**src/hdl/acmt_pkg.sv**
```systemverilog
// Functional notes
// - Route enable picks filtered angle for commutation
// - Outputs toggle when angle crosses transition
// - Default: half-cycle high, 120 degree spacing
// - Pole-pair code plus one repeats pattern
// - Window width is field times 14-bit step
// - Filtered angle readable at 12-bit resolution
// - Same direction: output follows sensor instantly
// - Reversal holds output inside window
// - Opposite exit flips reference direction
// - Direction bit: 0 increasing, 1 decreasing
// - Reset and self-test: increasing, window behind
// - Turns step 45 or 180 degrees, own path
// - Turns counter saturates at mode limits
// - Saturation sets sticky warning until turns reset
// - Host resets turns via control command
// - Manchester disable ignores Manchester commands
// - Lock rejects writes on both links
// - Extended write: address, halves, then command
// - Extended read: address, command, data halves
// - All fields reachable through primary registers
// - Manchester commands in, answers on output
`default_nettype none
package acmt_pkg;
	// ------------------------------------------------
	// Primary register byte addresses
	// ------------------------------------------------
	localparam logic [7:0] A_XWADR = 8'h02;
	localparam logic [7:0] A_XWHI = 8'h04;
	localparam logic [7:0] A_XWLO = 8'h06;
	localparam logic [7:0] A_XWCMD = 8'h08;
	localparam logic [7:0] A_XRADR = 8'h0a;
	localparam logic [7:0] A_XRCMD = 8'h0c;
	localparam logic [7:0] A_XRHI = 8'h0e;
	localparam logic [7:0] A_XRLO = 8'h10;
	localparam logic [7:0] A_CTRL = 8'h1e;
	localparam logic [7:0] A_ANGLE = 8'h20;
	localparam logic [7:0] A_STAT = 8'h22;
	localparam logic [7:0] A_HANG = 8'h24;
	localparam logic [7:0] A_WARN = 8'h26;
	localparam logic [7:0] A_TURNS = 8'h28;
	// ------------------------------------------------
	// Extended locations and fields
	// ------------------------------------------------
	localparam logic [5:0] X_HYS = 6'h17;
	localparam logic [5:0] X_CFG = 6'h19;
	localparam logic [5:0] X_OPT = 6'h1b;
	localparam int CFG_ROUTE_BIT = 12;
	localparam int CFG_PP_LSB = 0;
	localparam int HYS_LSB = 12;
	localparam int OPT_MDIS_BIT = 2;
	localparam int OPT_STEP45_BIT = 3;
	localparam int GO_BIT = 0;
	localparam int DONE_BIT = 15;
	localparam logic [15:0] CMD_GO = 16'h0001;
	localparam logic [3:0] CMD_TURN_RST = 4'h1;
	localparam logic [31:0] X_RST = 32'h0000_0000;
	// ------------------------------------------------
	// Commutation and turns constants
	// ------------------------------------------------
	localparam logic [13:0] PH_OFF [3] = '{14'h0000, 14'h1555,
		14'h2aab};
	localparam logic [11:0] LIM45_HI = 12'h7ff;
	localparam logic [11:0] LIM45_LO = 12'h800;
	localparam logic [11:0] LIM180_HI = 12'h1ff;
	localparam logic [11:0] LIM180_LO = 12'he00;
	// ------------------------------------------------
	// Host controller registers and sequencer
	// ------------------------------------------------
	localparam logic [3:0] H_CFG = 4'h0;
	localparam logic [3:0] H_ADDR = 4'h1;
	localparam logic [3:0] H_WDATA = 4'h2;
	localparam logic [3:0] H_EXA = 4'h3;
	localparam logic [3:0] H_EXH = 4'h4;
	localparam logic [3:0] H_EXL = 4'h5;
	localparam logic [3:0] H_GO = 4'h6;
	localparam logic [3:0] H_STAT = 4'h7;
	localparam logic [3:0] H_RDATA = 4'h8;
	localparam logic [3:0] H_RDH = 4'h9;
	localparam logic [3:0] H_RDL = 4'ha;
	localparam logic [3:0] TIMEOUT_CYC = 4'h8;
	typedef enum logic [1:0] {
		OP_ONE = 2'b00,
		OP_TRST = 2'b01,
		OP_EXW = 2'b10,
		OP_EXR = 2'b11
	} acmt_op_e;
	typedef enum logic [1:0] {
		ST_IDLE = 2'b00,
		ST_SEND = 2'b01,
		ST_WAIT = 2'b10
	} acmt_st_e;
endpackage
`default_nettype wire

```
**src/hdl/acmt_if.sv**
```systemverilog
`default_nettype none
interface acmt_if;
	logic req;
	logic wr;
	logic man;
	logic [7:0] addr;
	logic [15:0] wdata;
	logic ack;
	logic [15:0] rdata;
	logic [2:0] commutation_outputs;
	modport dev(input req, wr, man, addr, wdata,
		output ack, rdata, commutation_outputs);
	modport host(output req, wr, man, addr, wdata,
		input ack, rdata, commutation_outputs);
endinterface
`default_nettype wire

```
**src/hdl/acmt_dev.sv**
```systemverilog
`default_nettype none
module acmt_dev (
	// Clock and reset
	input wire logic clk,
	input wire logic rstn,
	// Link to host and motor controller
	acmt_if.dev lnk,
	// Sensor side
	input wire logic [13:0] angle_i,
	input wire logic [2:0] turn_oct_i,
	input wire logic lock_i,
	input wire logic selftest_i
);
	import acmt_pkg::*;

	// ------------------------------------------------
	// State
	// ------------------------------------------------
	logic [15:0] xwadr_q, xwhi_q, xwlo_q, xwcmd_q;
	logic [15:0] xradr_q, xrcmd_q, xrhi_q, xrlo_q, ctrl_q;
	logic [31:0] xmem_q [0:63];
	logic ack_q;
	logic [15:0] rdata_q;
	logic [2:0] uvw_q;
	logic [13:0] hys_q;
	logic dir_q, init_q;
	logic [2:0] oct_q;
	logic [11:0] trn_q;
	logic warn_q;

	// ------------------------------------------------
	// Configuration from extended locations
	// ------------------------------------------------
	wire route = xmem_q[X_CFG][CFG_ROUTE_BIT];
	wire [3:0] pp = xmem_q[X_CFG][CFG_PP_LSB +: 4];
	wire [5:0] hw = xmem_q[X_HYS][HYS_LSB +: 6];
	wire mdis = xmem_q[X_OPT][OPT_MDIS_BIT];
	wire step45 = xmem_q[X_OPT][OPT_STEP45_BIT];

	// ------------------------------------------------
	// Access decode
	// ------------------------------------------------
	// Manchester requests dropped while mdis is set
	wire take = lnk.req & ~(lnk.man & mdis);
	wire wr_ok = take & lnk.wr & ~lock_i;
	wire [7:0] a = lnk.addr;
	wire [15:0] wd = lnk.wdata;
	wire xw_go = wr_ok & (a == A_XWCMD) & wd[GO_BIT];
	wire xr_go = wr_ok & (a == A_XRCMD) & wd[GO_BIT];
	wire trst = wr_ok & (a == A_CTRL) & (wd[3:0] == CMD_TURN_RST);

	// ------------------------------------------------
	// Hysteresis
	// ------------------------------------------------
	wire [13:0] dif = angle_i - hys_q;
	wire neg = dif[13];
	wire [13:0] mag = neg ? 14'h0000 - dif : dif;
	wire outw = mag > {8'h00, hw};
	wire adv = dir_q ? neg : (~neg & (dif != 14'h0000));
	// exit on far side flips head
	wire rev = (dir_q ? ~neg : neg) & outw;
	wire reinit = init_q | selftest_i;
	wire [13:0] hys_out = (adv | rev | reinit) ? angle_i : hys_q;

	always_ff @(posedge clk or negedge rstn) begin
		if (!rstn) begin
			hys_q <= 14'h0000;
			dir_q <= 1'b0;
			init_q <= 1'b1;
		end else begin
			hys_q <= hys_out;
			dir_q <= reinit ? 1'b0 : dir_q ^ rev;
			init_q <= 1'b0;
		end
	end

	// ------------------------------------------------
	// Commutation
	// ------------------------------------------------
	// filtered angle when routed
	wire [13:0] src = route ? hys_out : angle_i;
	wire [18:0] prod = src * ({1'b0, pp} + 5'h01);
	wire [13:0] elec = prod[13:0];
	wire [2:0] uvw_d;
	genvar gi;
	generate
		for (gi = 0; gi < 3; gi++) begin : g_ph
			wire [13:0] ph = elec - PH_OFF[gi];
			assign uvw_d[gi] = ~ph[13];
		end
	endgenerate

	always_ff @(posedge clk or negedge rstn) begin
		if (!rstn) begin
			uvw_q <= 3'h0;
		end else begin
			uvw_q <= uvw_d;
		end
	end

	// ------------------------------------------------
	// Turns counter
	// ------------------------------------------------
	wire [2:0] od = turn_oct_i - oct_q;
	wire up = (od == 3'h1) & (step45 | (turn_oct_i[1:0] == 2'b00));
	wire dn = (od == 3'h7) & (step45 | (oct_q[1:0] == 2'b00));
	wire [11:0] hi = step45 ? LIM45_HI : LIM180_HI;
	wire [11:0] lo = step45 ? LIM45_LO : LIM180_LO;
	wire sat_hi = $signed(trn_q) >= $signed(hi);
	wire sat_lo = $signed(trn_q) <= $signed(lo);
	wire sat = ~init_q & ((up & sat_hi) | (dn & sat_lo));

	always_ff @(posedge clk or negedge rstn) begin
		if (!rstn) begin
			oct_q <= 3'h0;
			trn_q <= 12'h000;
			warn_q <= 1'b0;
		end else begin
			oct_q <= turn_oct_i;
			warn_q <= sat | (warn_q & ~trst);
			if (trst) begin
				trn_q <= 12'h000;
			end else if (!init_q && up && !sat) begin
				trn_q <= trn_q + 12'h001;
			end else if (!init_q && dn && !sat) begin
				trn_q <= trn_q - 12'h001;
			end
		end
	end

	// ------------------------------------------------
	// Primary registers
	// ------------------------------------------------
	// everything through primary set
	always_ff @(posedge clk or negedge rstn) begin
		if (!rstn) begin
			xwadr_q <= 16'h0000;
			xwhi_q <= 16'h0000;
			xwlo_q <= 16'h0000;
			xwcmd_q <= 16'h0000;
			xradr_q <= 16'h0000;
			xrcmd_q <= 16'h0000;
			xrhi_q <= 16'h0000;
			xrlo_q <= 16'h0000;
			ctrl_q <= 16'h0000;
		end else begin
			if (wr_ok && a == A_XWADR) begin
				xwadr_q <= wd;
			end
			if (wr_ok && a == A_XWHI) begin
				xwhi_q <= wd;
			end
			if (wr_ok && a == A_XWLO) begin
				xwlo_q <= wd;
			end
			if (wr_ok && a == A_XRADR) begin
				xradr_q <= wd;
			end
			// Command field self-clears
			if (wr_ok && a == A_CTRL) begin
				ctrl_q <= {wd[15:4], 4'h0};
			end
			if (wr_ok && a == A_XWCMD) begin
				xwcmd_q <= {xw_go, wd[14:0]};
			end
			if (wr_ok && a == A_XRCMD) begin
				xrcmd_q <= {xr_go, wd[14:0]};
			end
			if (xr_go) begin
				xrhi_q <= xmem_q[xradr_q[5:0]][31:16];
				xrlo_q <= xmem_q[xradr_q[5:0]][15:0];
			end
		end
	end

	// Upper address bits ignored: 64 locations
	always_ff @(posedge clk or negedge rstn) begin
		if (!rstn) begin
			for (int i = 0; i < 64; i++) begin
				xmem_q[i] <= X_RST;
			end
		end else if (xw_go) begin
			xmem_q[xwadr_q[5:0]] <= {xwhi_q, xwlo_q};
		end
	end

	// ------------------------------------------------
	// Read mux and answer
	// ------------------------------------------------
	wire [15:0] rmux =
		(a == A_XWADR) ? xwadr_q :
		(a == A_XWHI) ? xwhi_q :
		(a == A_XWLO) ? xwlo_q :
		(a == A_XWCMD) ? xwcmd_q :
		(a == A_XRADR) ? xradr_q :
		(a == A_XRCMD) ? xrcmd_q :
		(a == A_XRHI) ? xrhi_q :
		(a == A_XRLO) ? xrlo_q :
		(a == A_CTRL) ? ctrl_q :
		(a == A_ANGLE) ? {2'b00, angle_i} :
		(a == A_STAT) ? {15'h0000, dir_q} :
		(a == A_HANG) ? {4'h0, hys_out[13:2]} :
		(a == A_WARN) ? {15'h0000, warn_q} :
		(a == A_TURNS) ? {{4{trn_q[11]}}, trn_q} :
		16'h0000;

	always_ff @(posedge clk or negedge rstn) begin
		if (!rstn) begin
			ack_q <= 1'b0;
			rdata_q <= 16'h0000;
		end else begin
			ack_q <= take;
			if (take) begin
				rdata_q <= rmux;
			end
		end
	end

	assign lnk.ack = ack_q;
	assign lnk.rdata = rdata_q;
	assign lnk.commutation_outputs = uvw_q;
endmodule
`default_nettype wire

```
**src/flat_wrapper.sv**
```systemverilog
// flat-port wrapper written by rule: the top's interface ports become plain ports
module acmt_dev_flat import acmt_pkg::*;
  (clk, rstn, angle_i, turn_oct_i, lock_i, selftest_i, lnk_req, lnk_wr, lnk_man, lnk_addr, lnk_wdata, lnk_ack, lnk_rdata, lnk_commutation_outputs);
  acmt_if lnk_i ();
  input wire logic clk;
  input wire logic rstn;
  input wire logic [13:0] angle_i;
  input wire logic [2:0] turn_oct_i;
  input wire logic lock_i;
  input wire logic selftest_i;
  input wire logic [$bits(lnk_i.req)-1:0] lnk_req;
  input wire logic [$bits(lnk_i.wr)-1:0] lnk_wr;
  input wire logic [$bits(lnk_i.man)-1:0] lnk_man;
  input wire logic [$bits(lnk_i.addr)-1:0] lnk_addr;
  input wire logic [$bits(lnk_i.wdata)-1:0] lnk_wdata;
  output wire logic [$bits(lnk_i.ack)-1:0] lnk_ack;
  output wire logic [$bits(lnk_i.rdata)-1:0] lnk_rdata;
  output wire logic [$bits(lnk_i.commutation_outputs)-1:0] lnk_commutation_outputs;
  assign lnk_i.req = lnk_req;
  assign lnk_i.wr = lnk_wr;
  assign lnk_i.man = lnk_man;
  assign lnk_i.addr = lnk_addr;
  assign lnk_i.wdata = lnk_wdata;
  assign lnk_ack = lnk_i.ack;
  assign lnk_rdata = lnk_i.rdata;
  assign lnk_commutation_outputs = lnk_i.commutation_outputs;
  acmt_dev u_core (.clk(clk), .rstn(rstn), .lnk(lnk_i), .angle_i(angle_i), .turn_oct_i(turn_oct_i), .lock_i(lock_i), .selftest_i(selftest_i));
endmodule
```
**config.mk**
```make
export PLATFORM = sky130hd
export DESIGN_NAME = acmt_dev_flat
export DESIGN_NICKNAME = d
export VERILOG_FILES = /design/src/hdl/acmt_pkg.sv /design/src/hdl/acmt_if.sv /design/src/hdl/acmt_dev.sv /design/src/flat_wrapper.sv
export SDC_FILE = /design/constraint.sdc
export NUM_CORES = 2
export LEC_CHECK = 0
export ABC_AREA = 0
export BUFFER_PORTS_ARGS = -buffer_cell sky130_fd_sc_hd__buf_2
export CORE_MARGIN = 2
export CORE_UTILIZATION = 54
export DETAILED_ROUTE_END_ITERATION = 8
export PLACE_DENSITY = 0.79
export SLEW_MARGIN = 20
export SYNTH_ARGS = -nofsm -noshare
export SYNTH_HDL_FRONTEND = slang
export SYNTH_SLANG_ARGS = --single-unit
```
**constraint.sdc**
```tcl
create_clock -name clk -period 15.7 [get_ports clk]
set_input_delay 1.57 -clock clk [delete_from_list [all_inputs] [get_ports clk]]
set_output_delay 1.57 -clock clk [all_outputs]
set_load 0.005 [all_outputs]
```
==> results.cfg <==
[yosys]
synth_cell_types = 92
avgSynthCellArea_sq_um = 15.5
synth-edff-count = 0
synth_ff_type = dfrtp_1
synthCells = 6762
ys_ff_latch = 2240
yosysSeqAreaShare = 0.535
yosys_warnings = 0
syn_nets = 6894
netlist_area_sq_um = 105000
async_flop_share = 1.00

[sta]
hold_violations = 0
tns_ns = 0
timing.slew.headroom = 0.206
finalCritPeriodShare = 0.729
drv_slew = 0
finalSetupViolations = 0
clock_skew_ns = 0.0342
fin_crit_ns = 11.44
fmax_mhz = 87.4
rsz0062_at_grt = false
tightest_slew_ns = 1.19

[clock_tree]
cts_buffers = 216
cts_tree = yes
clkTransAtPathRegs_ns = 0.06
cts_setup_buffers = 0
cts.sinks = 2240
cts-root-buf = clkbuf_16
htreeDepth = 4
clk_latency_ns = 0.88
cts_resized = 0
hold_buffers = 0
cts_buffer_depth = 3

[power_and_ir_drop]
switching_share = 0.227
powerDensity_nw_per_um2 = 101
clockPowerShare = 0.455
power.switching_uw = 2640
pwr-share-seq = 0.503
combPwrFrac = 0.041
ir_drop_v = 0.000127
p_leak_uw = 0.0545
power.internal_uw = 8970

[layout]
finalNetCount = 6717
area_delta_synth_final_pct = 9.79
drive_above_1_share = 0.528
finalInstanceArea_sq_um = 115000

[grt]
grt_pass1_vias = 63800
grt_pass1_wl_mm = 421
grt_antenna_before_repair = 26
grtUsageTotal = 0.287
grt_max_degree = 205
overflow = 0

[placed_design]
gp_congestion = 0.954
io_buffer_count = 67
place_hpwl_mm = 165
dpl_cell_area_sq_um = 108000

[critical_path]
crit_arrival_ns = 12.21
critPathLaunchType = primary input
slowest_delay_ns = 0.72
crit_path_top_delay_cell = mux2i_1
path_max_fanout = 16
cp_top_family = compound AO/OA/AOI/OAI gates
cp.required_ns = 16.46
crit_type = in -> reg
r2r_slack_ns = 4.71
crit_buf_inv = 2
end_kind = flop

[floorplanning]
die_h_um = 444
core_region_area_sq_um = 193000
rows = 161
die_area_sq_um = 198000
ios = 68
die_w_um = 444
initial_core_util = 0.544

[routing]
viasPerCell = 6.55
route.detailed.drc = 0
ant_nets = 0
wl_per_cell_um = 30.2
drt-initial-drc-count = 5841
num_vias = 60900
drt_wl_total_mm = 281
drt-pass1-iter-count = 7

[worst_hold_path]
hp-class = reg -> reg

[flow_run]
max_cap_viol_count = 0

[status]
status = finished, final reports clean
## layer usage
| metal | share of wire | up-vias | global-route usage |
|---|---|---|---|
| met5 | 0.00051 | - | 0 |
| met4 | 0.051 | 22 | 0.137 |
| met3 | 0.081 | 609 | 0.0686 |
| met2 | 0.47 | 2277 | 0.448 |
| met1 | 0.40 | 33300 | 0.383 |
| li1 | - | 24700 | - |
## cell usage after synthesis, drive strengths merged, types with 9 or more instances
cell,number,area (sq um)
dfrtp,2239,56000
nand2,162,608
mux2i,13,130
mux2,2183,24600
a31oi,10,62.6
ha,52,651
xnor2,29,254
a211o,9,78.8
a221oi,17,149
fa,32,641
a22oi,12,90.1
o21ai,64,324
nand4,9,56.3
buf,161,634
nor2,160,601
mux4,672,15100
xor2,9,78.8
clkbuf,462,1730
nor3,31,155
nand2b,13,83.8
a211oi,9,72.6
a21oi,82,440
inv,95,357
a21o,22,168
a221o,11,110
o22ai,11,68.8
nor2b,14,87.6
and2,26,166
or2,12,75.1
nand3,30,150
## metrics by stage
stage | util | total power [uW] | std cells | hold slack (ns) | worst slack, ns
final | 0.597 | 11600 | 9291 | 0.480 | 4.26
after global routing | 0.597 | 12000 | 9284 | 0.503 | 3.37
after CTS | 0.596 | 11700 | 9276 | 0.478 | 4.33
after detailed placement | 0.559 | 6420 | 8888 | 0.463 | 3.45
after global placement | 0.559 | 6410 | 8888 | 0.457 | 3.33
after floorplan | - | 6190 | 6762 | 0.445 | 5.44
## cell families (layout without fill, tap and decap cells)
| logic type | Yosys count | after routing | synth area share |
|---|---|---|---|
| other cells | 1 | 11 | 0.0000358 |
| buf+inv | 718 | 711 | 0.0260 |
| flops | 2240 | 2240 | 0.535 |
| fa+ha+maj | 84 | 84 | 0.0123 |
| xor+xnor | 38 | 38 | 0.00318 |
| mux | 2868 | 2868 | 0.380 |
| compound gates | 310 | 310 | 0.0206 |
| simple gates | 503 | 503 | 0.0225 |
## layout make-up
class                   count  area (sq um)
clock buffers             316          6400
fillers                 14000         77600
flip-flops and latches   2240         56100
multi-input cells        3804         46300
clock inverters            72           836
repair buffers            228          1780
inverters                  95           357
diodes                     10          25.0
well taps                2526          3160
## power by group through the flow
stage	clock network [uW]	registers [uW]	logic, uW
floorplan	0	5920	267
global placement	0	5950	463
detailed placement	0	5950	476
CTS	5350	5840	479
global route	5590	5840	538
finish	5290	5840	479
## tightest hold or removal path, stage by stage, from the launching register on
cell and delay [ns]:
dfrtp_1 0.34, nand2_1 0.05, nand2_1 0.06
## cells in the final DEF, fill, tap and decap left out, types with 12 or more instances in the layout
cell / Yosys / routed
a21o_1: 20 / 20
a21oi_1: 78 / 78
a221oi_1: 17 / 17
a22oi_1: 12 / 12
and2_1: 24 / 24
buf_12: 0 / 13
buf_2: 3 / 66
buf_4: 3 / 142
bufinv_16: 0 / 12
clkbuf_1: 462 / 41
clkbuf_16: 0 / 219
clkbuf_8: 0 / 56
clkinv_2: 0 / 38
dfrtp_1: 2239 / 2201
dfrtp_2: 0 / 33
fa_1: 32 / 32
ha_1: 52 / 52
inv_1: 95 / 95
mux2_2: 2179 / 2179
mux2i_1: 13 / 13
mux4_2: 672 / 672
nand2_1: 162 / 129
nand2_2: 0 / 33
nand2b_1: 12 / 12
nand3_1: 30 / 30
nor2_1: 160 / 127
nor2_4: 0 / 32
nor2b_1: 14 / 14
nor3_1: 31 / 31
o21ai_0: 52 / 52
xnor2_1: 29 / 29
## flip-flops by register name, summed over array words and instances (netlist names), 3 cells and up
name and cells:
u_core.oct_q 3, u_core.xrlo_q 16, u_core.xwlo_q 16, u_core.xrcmd_q 16, u_core.trn_q 12, u_core.xwadr_q 16, u_core.xwcmd_q 16, u_core.pp 4
u_core.xwhi_q 16, u_core.ctrl_q 12, u_core.hw 6, u_core.lnk.rdata 16, u_core.xmem_q 2035, u_core.xradr_q 16, u_core.xrhi_q 16, u_core.hys_q 14
u_core.lnk.commutation_outputs 3
## path summary, 6_finish.rpt
check / startpoint / end / depth (start not counted)
worst min-delay path: u_core.xwcmd_q[6] / u_core.xwcmd_q[6] / 2
worst max register to register: u_core.hys_q[6] / u_core.lnk.commutation_outputs[2] / 39
min in group asynchronous: rstn / u_core.xmem_q[1934] / 1
worst max-delay path: angle_i[6] / u_core.lnk.commutation_outputs[2] / 39
max in group asynchronous: rstn / u_core.xmem_q[520] / 4
worst min register to register: u_core.xwcmd_q[6] / u_core.xwcmd_q[6] / 2
No activity file was read; power rests on OpenSTA's default activity.
